### src/pkg/uart_pkg.sv
// Purpose: shared constants and types of the serial transceiver core
// Assumes: word-indexed register port, one system clock
// Notes: register index equals the printed offset
package uart_pkg;
	// clock and default line rate
	localparam int CLK_HZ = 10_000_000;
	localparam int BAUD_BPS = 115200;
	localparam logic [15:0] DIV_RESET =
		16'((CLK_HZ + BAUD_BPS / 2) / BAUD_BPS);
	localparam int SIM_BIT_CYCLES = 2;
	// register indices
	localparam logic [2:0] OFS_RXDATA = 3'h0;
	localparam logic [2:0] OFS_TXDATA = 3'h1;
	localparam logic [2:0] OFS_STATUS = 3'h2;
	localparam logic [2:0] OFS_CONTROL = 3'h3;
	localparam logic [2:0] OFS_DIVISOR = 3'h4;
	localparam logic [2:0] OFS_PKTEND = 3'h5;
	// status bit positions
	localparam int ST_PARERR = 0;
	localparam int ST_FE = 1;
	localparam int ST_BRK = 2;
	localparam int ST_ROE = 3;
	localparam int ST_TOE = 4;
	localparam int ST_TMT = 5;
	localparam int ST_TRDY = 6;
	localparam int ST_RRDY = 7;
	localparam int ST_CTSCHG = 10;
	localparam int ST_CTS = 11;
	localparam int ST_EOP = 12;
	// control bit positions
	localparam int CT_CTSCHG_IE = 10;
	localparam int CT_RTS = 11;
	localparam int CT_IEOP = 12;
	// reset values
	localparam logic [15:0] CTRL_RESET = 16'h0000;
	localparam logic [8:0] PKTEND_RESET = 9'h000;
	localparam logic [15:0] RDATA_RESET = 16'h0000;
	// modes and states
	typedef enum logic [1:0] {PAR_NONE, PAR_ODD, PAR_EVEN} parity_t;
	typedef enum logic [2:0] {
		RX_IDLE, RX_START, RX_DATA, RX_PAR, RX_STOP
	} rx_state_t;
	// register port carriers
	typedef struct packed {
		logic sel;
		logic rd;
		logic wr;
		logic [2:0] addr;
		logic [15:0] wdata;
	} bus_req_t;
	typedef struct packed {
		logic ack;
		logic eop;
		logic rdy;
		logic avail;
		logic [15:0] rdata;
	} bus_rsp_t;
endpackage

### src/design/uart_core.sv
// Purpose: serial transceiver with parity, line status pins, packet end
// Assumes: request held until ack; rxd, ctsN asynchronous to core_clk
// Notes: SIM_ACCEL is for simulation builds only, keep 0 in silicon
module uart_core import uart_pkg::*; #(
	parameter int DATA_BITS = 8,
	parameter int STOP_BITS = 1,
	parameter parity_t PARITY = PAR_NONE,
	parameter bit FLOW_CTRL = 1'b1,
	parameter bit HANDSHAKE = 1'b1,
	parameter bit USE_EOP = 1'b1,
	parameter bit SIM_ACCEL = 1'b0
) (
	input wire logic core_clk, // system clock
	input wire logic reset_n, // async reset, active low
	input wire bus_req_t busReq, // register request
	output bus_rsp_t busRsp, // register answer
	input wire logic rxd, // serial input
	output logic txd, // serial output
	input wire logic ctsN, // clear to send, active low
	output logic rtsN // request to send, active low
);
	localparam int DW = DATA_BITS;
	localparam int PB = (PARITY == PAR_NONE) ? 0 : 1;
	localparam int FL = 1 + DW + PB + STOP_BITS;
	localparam logic [3:0] FL4 = 4'(FL);
	localparam logic [3:0] LASTBIT = 4'(DW - 1);

	// configuration check
	if (DATA_BITS < 7 || DATA_BITS > 9 || STOP_BITS < 1 ||
		STOP_BITS > 2) begin : badCfg
		$error("uart_core: unsupported character format");
	end

	// parity of a character
	function automatic logic parBit(input logic [DW-1:0] d);
		parBit = (PARITY == PAR_EVEN) ? ~^d : ^d;
	endfunction

	logic [1:0] rxS_r, ctsS_r;
	logic rxPrev_r, ctsPrev_r;
	logic [FL-1:0] txSh_r;
	logic [3:0] txBits_r, rxIdx_r;
	logic [15:0] txCnt_r, rxCnt_r, divisor_r, ctrl_r;
	logic [DW-1:0] txHold_r, rxSh_r, rxData_r, pktEnd_r;
	logic txFull_r, rrdy_r, parErr_r, fe_r, brk_r, roe_r, toe_r;
	logic ctsChgFlag_r, eop_r, rxPar_r, rtsN_r;
	rx_state_t rxState_r;
	bus_rsp_t busRsp_r;

	// two-flop synchronisers for pins
	always_ff @(posedge core_clk or negedge reset_n) begin
		if (!reset_n) begin
			rxS_r <= 2'h3;
			ctsS_r <= 2'h3;
			rxPrev_r <= 1'b1;
			ctsPrev_r <= 1'b1;
		end else begin
			rxS_r <= {rxS_r[0], rxd};
			ctsS_r <= {ctsS_r[0], ctsN};
			rxPrev_r <= rxS_r[1];
			ctsPrev_r <= ctsS_r[1];
		end
	end

	wire rxBit = rxS_r[1];
	wire ctsBit = FLOW_CTRL & ~ctsS_r[1];
	wire ctsChg = FLOW_CTRL & (ctsS_r[1] != ctsPrev_r);

	// request decode and handshake stall
	wire [2:0] adr = busReq.addr;
	wire req = busReq.sel & (busReq.rd | busReq.wr) & ~busRsp_r.ack;
	wire wantTx = busReq.wr & (adr == OFS_TXDATA);
	wire wantRx = busReq.rd & (adr == OFS_RXDATA);
	wire stall = HANDSHAKE & ((wantTx & txFull_r) | (wantRx & ~rrdy_r));
	wire act = req & ~stall;
	wire wr = act & busReq.wr;
	wire rd = act & busReq.rd;
	wire txWr = wr & (adr == OFS_TXDATA);
	wire rxRd = rd & (adr == OFS_RXDATA);
	wire stWr = wr & (adr == OFS_STATUS);
	wire ctWr = wr & (adr == OFS_CONTROL);
	wire dvWr = wr & (adr == OFS_DIVISOR);
	wire pktEndWr = wr & (adr == OFS_PKTEND) & USE_EOP;
	wire [DW-1:0] wChar = busReq.wdata[DW-1:0];
	wire eopHit = USE_EOP & ((txWr & (wChar == pktEnd_r)) |
		(rxRd & (rxData_r == pktEnd_r)));

	// transmitter timing and frame
	wire [15:0] divEff = SIM_ACCEL ? 16'(SIM_BIT_CYCLES - 1) : divisor_r;
	wire txShift = (txBits_r != 4'h0) & (txCnt_r == 16'h0000);
	wire txLoad = (txBits_r == 4'h0) & txFull_r;
	wire [FL-1:0] txFrame;
	if (PB != 0) begin : withPar
		assign txFrame = {{STOP_BITS{1'b1}}, parBit(txHold_r),
			txHold_r, 1'b0};
	end else begin : noPar
		assign txFrame = {{STOP_BITS{1'b1}}, txHold_r, 1'b0};
	end

	// transmit shifter, lsb after start bit
	always_ff @(posedge core_clk or negedge reset_n) begin
		if (!reset_n) begin
			txSh_r <= '1;
			txBits_r <= 4'h0;
			txCnt_r <= 16'h0000;
		end else if (txLoad) begin
			txSh_r <= txFrame;
			txBits_r <= FL4;
			txCnt_r <= divEff;
		end else if (txShift) begin
			txSh_r <= {1'b1, txSh_r[FL-1:1]};
			txBits_r <= txBits_r - 4'h1;
			txCnt_r <= divEff;
		end else if (txBits_r != 4'h0) begin
			txCnt_r <= txCnt_r - 16'h0001;
		end
	end

	// holding register and transmit flags
	always_ff @(posedge core_clk or negedge reset_n) begin
		if (!reset_n) begin
			txHold_r <= '0;
			txFull_r <= 1'b0;
		end else begin
			if (txWr & (~txFull_r | txLoad))
				txHold_r <= wChar;
			txFull_r <= txWr | (txFull_r & ~txLoad);
		end
	end

	// receiver sequence
	wire rxTick = (rxCnt_r == 16'h0000);
	wire rxDone = (rxState_r == RX_STOP) & rxTick;
	always_ff @(posedge core_clk or negedge reset_n) begin
		if (!reset_n) begin
			rxState_r <= RX_IDLE;
			rxCnt_r <= 16'h0000;
			rxIdx_r <= 4'h0;
			rxSh_r <= '0;
			rxPar_r <= 1'b0;
		end else begin
			rxCnt_r <= rxTick ? divisor_r : rxCnt_r - 16'h0001;
			case (rxState_r)
				RX_IDLE: begin
					rxCnt_r <= divisor_r >> 1;
					if (rxPrev_r & ~rxBit)
						rxState_r <= RX_START;
				end
				RX_START: begin
					rxIdx_r <= 4'h0;
					if (rxTick)
						rxState_r <= rxBit ? RX_IDLE : RX_DATA;
				end
				RX_DATA: begin
					if (rxTick) begin
						rxSh_r <= {rxBit, rxSh_r[DW-1:1]};
						rxIdx_r <= rxIdx_r + 4'h1;
						if (rxIdx_r == LASTBIT)
							rxState_r <= (PB != 0) ? RX_PAR : RX_STOP;
					end
				end
				RX_PAR: begin
					if (rxTick) begin
						rxPar_r <= rxBit;
						rxState_r <= RX_STOP;
					end
				end
				RX_STOP: begin
					if (rxTick)
						rxState_r <= RX_IDLE;
				end
				default: rxState_r <= RX_IDLE;
			endcase
		end
	end

	// sticky status flags, set wins over clear
	wire parErrSet = rxDone & (PB != 0) & (rxPar_r != parBit(rxSh_r));
	always_ff @(posedge core_clk or negedge reset_n) begin
		if (!reset_n) begin
			rxData_r <= '0;
			{rrdy_r, parErr_r, fe_r, brk_r, roe_r, toe_r} <= 6'h00;
			{ctsChgFlag_r, eop_r} <= 2'h0;
		end else begin
			if (rxDone)
				rxData_r <= rxSh_r;
			rrdy_r <= rxDone | (rrdy_r & ~rxRd);
			parErr_r <= parErrSet | (parErr_r & ~stWr);
			fe_r <= (rxDone & ~rxBit) | (fe_r & ~stWr);
			brk_r <= (rxDone & ~rxBit & (rxSh_r == '0)) |
				(brk_r & ~stWr);
			roe_r <= (rxDone & rrdy_r & ~rxRd) | (roe_r & ~stWr);
			toe_r <= (txWr & txFull_r & ~txLoad) | (toe_r & ~stWr);
			ctsChgFlag_r <= ctsChg | (ctsChgFlag_r & ~stWr);
			eop_r <= (act & eopHit) | (eop_r & ~stWr);
		end
	end

	// control, divisor, packet-end registers
	always_ff @(posedge core_clk or negedge reset_n) begin
		if (!reset_n) begin
			ctrl_r <= CTRL_RESET;
			divisor_r <= DIV_RESET;
			pktEnd_r <= PKTEND_RESET[DW-1:0];
			rtsN_r <= 1'b1;
		end else begin
			if (ctWr)
				ctrl_r <= busReq.wdata;
			if (dvWr)
				divisor_r <= busReq.wdata;
			if (pktEndWr)
				pktEnd_r <= wChar;
			rtsN_r <= ~(FLOW_CTRL & ctrl_r[CT_RTS]);
		end
	end

	// status and control read images
	logic [15:0] statW, ctrlW, rdMux;
	always_comb begin
		statW = 16'h0000;
		statW[ST_PARERR] = parErr_r;
		statW[ST_FE] = fe_r;
		statW[ST_BRK] = brk_r;
		statW[ST_ROE] = roe_r;
		statW[ST_TOE] = toe_r;
		statW[ST_TMT] = (txBits_r == 4'h0) & ~txFull_r;
		statW[ST_TRDY] = ~txFull_r;
		statW[ST_RRDY] = rrdy_r;
		statW[ST_CTSCHG] = ctsChgFlag_r;
		statW[ST_CTS] = ctsBit;
		statW[ST_EOP] = USE_EOP & eop_r;
		ctrlW = ctrl_r;
		ctrlW[CT_CTSCHG_IE] = FLOW_CTRL & ctrl_r[CT_CTSCHG_IE];
		ctrlW[CT_RTS] = FLOW_CTRL & ctrl_r[CT_RTS];
		ctrlW[CT_IEOP] = USE_EOP & ctrl_r[CT_IEOP];
	end

	// read data select
	always_comb begin
		case (adr)
			OFS_RXDATA: rdMux = 16'(rxData_r);
			OFS_STATUS: rdMux = statW;
			OFS_CONTROL: rdMux = ctrlW;
			OFS_DIVISOR: rdMux = divisor_r;
			OFS_PKTEND: rdMux = USE_EOP ? 16'(pktEnd_r) : 16'h0000;
			default: rdMux = 16'h0000;
		endcase
	end

	// registered answer with flow signals
	always_ff @(posedge core_clk or negedge reset_n) begin
		if (!reset_n) begin
			busRsp_r <= '{1'b0, 1'b0, 1'b1, 1'b0, RDATA_RESET};
		end else begin
			busRsp_r.ack <= act;
			busRsp_r.eop <= act & eopHit;
			busRsp_r.rdy <= ~(txWr | (txFull_r & ~txLoad));
			busRsp_r.avail <= rxDone | (rrdy_r & ~rxRd);
			busRsp_r.rdata <= rd ? rdMux : RDATA_RESET;
		end
	end

	assign busRsp = busRsp_r;
	assign txd = txSh_r[0];
	assign rtsN = rtsN_r;
endmodule

### config.mk
export PLATFORM = sky130hd
export DESIGN_NAME = uart_core
export DESIGN_NICKNAME = d
export VERILOG_FILES = /design/src/pkg/uart_pkg.sv /design/src/design/uart_core.sv
export SDC_FILE = /design/constraint.sdc
export NUM_CORES = 1
export LEC_CHECK = 0
export BUFFER_PORTS_ARGS = -buffer_cell sky130_fd_sc_hd__buf_2
export CAP_MARGIN = 20
export CORE_AREA = 2 2 131 133
export CTS_CLUSTER_SIZE = 10
export DETAILED_ROUTE_END_ITERATION = 10
export DIE_AREA = 0 0 133 135
export PLACE_DENSITY_LB_ADDON = 0.12
export REMOVE_ABC_BUFFERS = 1
export SLEW_MARGIN = 10
export SYNTH_ARGS = -nofsm -noshare
export SYNTH_HDL_FRONTEND = slang
export SYNTH_SLANG_ARGS = --single-unit
### constraint.sdc
create_clock -name core_clk -period 6.5 [get_ports core_clk]
set_input_delay 1.625 -clock core_clk [delete_from_list [all_inputs] [get_ports core_clk]]
set_output_delay 1.625 -clock core_clk [all_outputs]
set_load 0.03 [all_outputs]
==> results of run 1 <==
[through the flow]
step / total power (uW) / hold WS (ps)
after floorplan: 1941 / 345.2
after global placement: 2156 / 346.3
after detailed placement: 2189 / 347.1
after CTS: 3271 / 357.7
after global routing: 3441 / 364.2
final: 3258 / 358.1
[per-layer routing]
metal | GRT usage (%) | vias up | part of all wire (%) | wire length [um]
li1 | - | 2530 | - | -
met1 | 28.29 | 2737 | 45 | 8100
met2 | 35.32 | 149 | 49 | 8986
met3 | 3.979 | 32 | 3.9 | 704
met4 | 8.065 | 0 | 2.0 | 363
met5 | 0 | - | 0 | 0
[cell type report]
class                      count  share of cell area, %
sequential                   151                  45.25
multi-input combinational    485                  39.63
clock buffer                  19                  5.385
timing repair buffer          51                  3.466
tap                          220                  3.273
clock inverter                13                  2.276
inverter                      16                 0.7141
[flip-flops by register name, indices dropped and copies added (netlist names), 2 cells and up]
name       count
busRsp        19
ctrlW         16
ctsS_r         2
divEff        16
pktEnd_r       8
rxCnt_r       16
rxData_r       8
rxIdx_r        4
rxS_r          2
rxSh_r         8
rxState_r      3
txBits_r       4
txCnt_r       16
txHold_r       8
txSh_r         9
[power groups by stage]
stage	Sequential [uW]	Combinational, uW	Clock (uW)
after floorplan	1390	556	0
after global placement	1450	704	0
after detailed placement	1460	727	0
after CTS	1450	733	1090
after global routing	1480	824	1130
final	1450	733	1080
[synth_stat cells, drive strengths merged (3+ instances only)]
master	instances	area [um2]
nand3	16	85.08
and3	3	18.77
buf	9	67.55
and2	4	25.02
or3	4	25.02
a31oi	14	87.58
dfstp	22	578.1
nand4	10	68.81
o22ai	4	25.02
mux2i	16	160.2
xnor2	30	262.8
o31ai	5	37.54
ha	7	87.58
a22oi	6	45.04
or4	4	45.04
mux2	64	743.2
a211oi	4	30.03
a21oi	22	117.6
nor2	69	259.0
nor2b	3	18.77
nor3	19	110.1
a221oi	6	52.55
nor4b	4	56.30
a32oi	3	26.28
nor4	10	92.59
clkbuf	20	75.07
dfrtp	129	3228
nand2	78	295.3
o21ai	38	193.9
xor2	4	35.03
inv	16	60.06
nor3b	5	47.54
[path summary, 6_finish.rpt]
check / endpoint / slack (ps) / depth (start not counted)
min in group asynchronous: rxCnt_r[3]$_DFF_PN0_ / 1130 / 1
hold / removal: rxS_r[1]$_DFF_PN1_ / 360 / 0
max in group asynchronous: rxS_r[0]$_DFF_PN1_ / 4120 / 3
hold reg to reg: rxS_r[1]$_DFF_PN1_ / 360 / 0
setup reg to reg: txCnt_r[10]$_DFFE_PN0P_ / 3740 / 7
setup / recovery: divEff[9]$_DFFE_PN0P_ / 3320 / 4
[cell families after synthesis]
family	after synthesis
AOI/OAI and AO/OA	124
muxes	80
adders and majority gates	7
buffers and inverters	45
xor gates and xnor gates	34
DFF	151
and+or+nand+nor	240
==> impl_metrics.yaml, run 1 <==
pwr:
  p_int_uw: 2192
  clockPowerShare_pct: 33.0
  power.leakage_uw: 0.003679
  switching_share_pct: 32.70
  comb_power_share_pct: 22.5
  power.density_nw_per_um2: 387.3
  ir_drop_mv: 0.2161
  seq_power_share_pct: 44.5
  power.switching_uw: 1065
synthesis:
  netlist-cell-type-count: 69
  synthAdderAreaFrac_pct: 1.193
  synth_seq_cells: 151
  synth_edf_count: 0
  synth_top_family_by_area: "simple AND/OR/NAND/NOR gates"
  async_flop_share_pct: 100.0
  ys.flop_type: "dfrtp_1"
  synthXorXnorAreaFrac_pct: 4.056
  ys_warn_count: 0
  yosys.area_share.simple_pct: 16.84
  netlist_area_um2: 7342
  synthCells: 681
  yosysSeqAreaShare_pct: 51.84
  synth-compound-area-share_pct: 11.01
  yosys-mux-area-fraction_pct: 12.30
  avgSynthCellArea_um2: 10.78
route:
  firstDrtPassIters: 8
  via_per_inst: 5.705
  wire_per_inst_um: 19.01
  vias: 5448
  drc: 0
  antenna_left: 0
  drtIter0Drc: 410
  wirelength_mm: 18.16
sta:
  max_slew.worst_pin.slew_ps: 952.5
  fin_crit_sh_pct: 48.99
  fmaxAchievable_mhz: 314.1
  rsz0062_at_grt: "no"
  max-slew-margin-rel_pct: 36.27
  setup_viol: 0
  finClkSkew_ps: 6.999
  setup_tns_ps: 0
  period_needed_ps: 3184
  setup_ws_ps: 3316
  hold_viol: 0
  slew_violations: 0
status:
  status: "completed"
cells_and_area:
  seq_area_um2: 3806
  layout.cells.non_filler: 955
  fillCellCount: 1461
  final_common_cell: "dfrtp_1"
  final_cell_mix: "dfrtp_1, nand2_1, nor2_1"
  area_growth_pct: 14.55
  drive_gt1_share_pct: 26.39
  final_util_pct: 51.26
  antennaDiodeCount: 0
  fin_area_um2: 8411
  nets: 755
  multi_input_area_um2: 3333
placement:
  gp_congestion: 0.9167
  dp_cells: 922
  hpwl_mm: 12.83
  post_dp_cell_area_um2: 7739
  dpl_worst_slack_ps: 2871
  io_buffers: 47
global_routing:
  first_global_vias: 5485
  grt_first_pass_wirelength_mm: 29.62
  track_usage_pct: 21.41
  grt_max_degree: 114
  antenna_found_initial: 0
  grt-ovfl-total: 0
run:
  cap_violations: 0
worst_setup_path:
  crit_fanout: 20
  r2r-start: "txBits_r[0]$_DFFE_PN0P_"
  critical_path.cell_chain: "buf_2 -> nor3_2 -> and3_1 -> mux2_2"
  crit_family: "simple AND/OR/NAND/NOR gates"
  arrival_ps: 3490
  critPathRequiredTime_ps: 6800
  crit_path_top_delay_cell: "and3_1"
  slowest_delay_ps: 700
  critical_path_class: "input port to flip-flop"
  crit_path_start: "busReq[16]"
  worstSetupEndpointType: "flip-flop"
  cp_num_buf_inv: 1
  critPathLaunchType: "input port"
clocking:
  clock-root-buffer: "clkbuf_16"
  cts_tree: "yes"
  clk_latency_ps: 420
  postCtsSetupRepairBufs: 0
  path_clk_slew_ps: 60
  cts_buffers: 17
  cts-resized-gates: 0
  cts_hold_buf: 0
  cts-htree-levels: 4
  clock-sinks: 151
  clockBufferDepth: 2
die:
  initial_utilization_pct: 44.75
  core_area_um2: 16410
  die-area_um2: 17960
  die_w_um: 133
  row_count: 47
  pin_count: 48
  die_y_um: 135
worst_hold_path:
  min_from: "rxS_r[0]$_DFF_PN1_"
  min_path_type: "flip-flop to flip-flop"
Power figures use the tool's default switching activity.
==> inputs of run 2 (changes only) <==
==> constraint.sdc (replaced) <==
create_clock -name core_clk -period 2.65 [get_ports core_clk]
set_input_delay 0.6625 -clock core_clk [delete_from_list [all_inputs] [get_ports core_clk]]
set_output_delay 0.6625 -clock core_clk [all_outputs]
set_load 0.03 [all_outputs]
==> impl_metrics.yaml, run 2 (same netlist as run 1, synthesis figures left out) <==
worst_setup_path:
  crit_fanout: 11
  crit_path_top_delay_cell: "or4_4"
  reg2reg_depth: 5
  worstSetupEndpointType: "flip-flop"
  path_depth: 5
  critical_path.cell_chain: "or4_4 -> nor4b_4 -> and3_1 -> nand2_1 -> a31oi_1"
  crit_family: "simple AND/OR/NAND/NOR gates"
  arrival_ps: 2730
  cp_num_buf_inv: 0
  critPathLaunchType: "flip-flop"
  crit_path_start: "txCnt_r[12]$_DFFE_PN0P_"
  slowest_delay_ps: 570
  r2r-start: "txCnt_r[12]$_DFFE_PN0P_"
  critPathRequiredTime_ps: 3000
  critical_path_class: "flip-flop to flip-flop"
route:
  firstDrtPassIters: 5
  vias: 5539
  wire_per_inst_um: 18.90
  antenna_left: 0
  drc: 0
  wirelength_mm: 18.54
  via_per_inst: 5.646
  drtIter0Drc: 436
clocking:
  cts-resized-gates: 0
  cts_hold_buf: 0
  cts-htree-levels: 4
  cts_buffers: 17
  postCtsSetupRepairBufs: 0
  clockBufferDepth: 2
  clock-sinks: 151
  path_clk_slew_ps: 70
  cts_tree: "yes"
  clk_latency_ps: 430
  clock-root-buffer: "clkbuf_16"
pwr:
  power.switching_uw: 2665
  comb_power_share_pct: 24.5
  power.density_nw_per_um2: 903.5
  seq_power_share_pct: 46.1
  ir_drop_mv: 0.6043
  clockPowerShare_pct: 29.4
  p_int_uw: 5031
  power.leakage_uw: 0.003779
  switching_share_pct: 34.63
placement:
  io_buffers: 47
  dp_cells: 949
  gp_congestion: 0.8633
  hpwl_mm: 13.36
sta:
  fin_crit_sh_pct: 89.99
  slew_violations: 0
  fmaxAchievable_mhz: 419.3
  max_slew.worst_pin.slew_ps: 980.8
  finClkSkew_ps: 8.737
  whs_ps: 187.2
  setup_viol: 0
  rsz0062_at_grt: "no"
  max-slew-margin-rel_pct: 34.01
  setup_tns_ps: 0
  period_needed_ps: 2385
  hold_viol: 0
global_routing:
  track_usage_pct: 21.76
  grt_max_degree: 51
  grt_first_pass_wirelength_mm: 30.10
  antenna_found_initial: 0
  first_global_vias: 5546
  grt-ovfl-total: 0
cells_and_area:
  largest_reg_flops: 19
  antennaDiodeCount: 0
  area_growth_pct: 16.02
  layout.cells.non_filler: 981
  final_cell_mix: "dfrtp_1, nand2_1, nor2_1"
  drive_gt1_share_pct: 28.91
  nets: 781
  final_common_cell: "dfrtp_1"
die:
  die_y_um: 135
  die_w_um: 133
  row_count: 47
  core_area_um2: 16410
  die-area_um2: 17960
  initial_utilization_pct: 44.75
  pin_count: 48
worst_hold_path:
  min_path_type: "input port to asynchronous set/reset pin"
run:
  cap_violations: 0
status:
  status: "completed"
[run 2: cell count changes in the layout (fill, tap and decap cells not counted), sizes merged]
cell      delta
buf         +26
bufinv       -4
clkbuf       -1
clkinv       +4
clkinvlp     -2
inv          +3
[run 2: final cells by class]
type                       instances  area, um2
inverter                          16      60.06
clock inverter                    14      112.6
multi-input combinational        485       3333
clock buffer                      18      439.2
fill                            1481       7889
timing repair buffer              77      491.7
tap                              220      275.3
sequential                       151       3806
[run 2: metal layers]
layer	GRT usage (%)	wire length, um
met1	29.03	8200
met3	5.030	942
met5	0	0
met2	35.66	9079
met4	6.452	318
[run 2: path summary, 6_finish.rpt]
check	slack [ps]	to
worst max-delay path	270	txSh_r[5]$_DFFE_PN1P_
worst min-delay path	190	txFull_r$_DFF_PN0_
worst max register to register	270	txSh_r[5]$_DFFE_PN1P_
worst min register to register	350	rxS_r[1]$_DFF_PN1_
max in group asynchronous	1780	txSh_r[1]$_DFFE_PN1P_
min in group core_clk	330	ctsS_r[0]$_DFF_PN1_
[run 2: through the flow]
stage	instance area [um2]	total power [uW]	worst slack, ps	utilization, %
after floorplan	7199	4761	403.8	-
after global placement	7966	5364	333.2	48.55
after detailed placement	7966	5447	260.8	48.55
after CTS	8518	7734	244.2	51.92
after global routing	8518	8156	108.6	51.92
final	8518	7696	265.3	51.92
[run 2: power by group through the flow]
| stage | registers (uW) | logic [uW] | clock network, uW |
|---|---|---|---|
| after floorplan | 3400 | 1360 | 0 |
| after global placement | 3550 | 1810 | 0 |
| after detailed placement | 3570 | 1880 | 0 |
| after CTS | 3540 | 1890 | 2310 |
| after global routing | 3630 | 2100 | 2430 |
| final | 3550 | 1880 | 2260 |
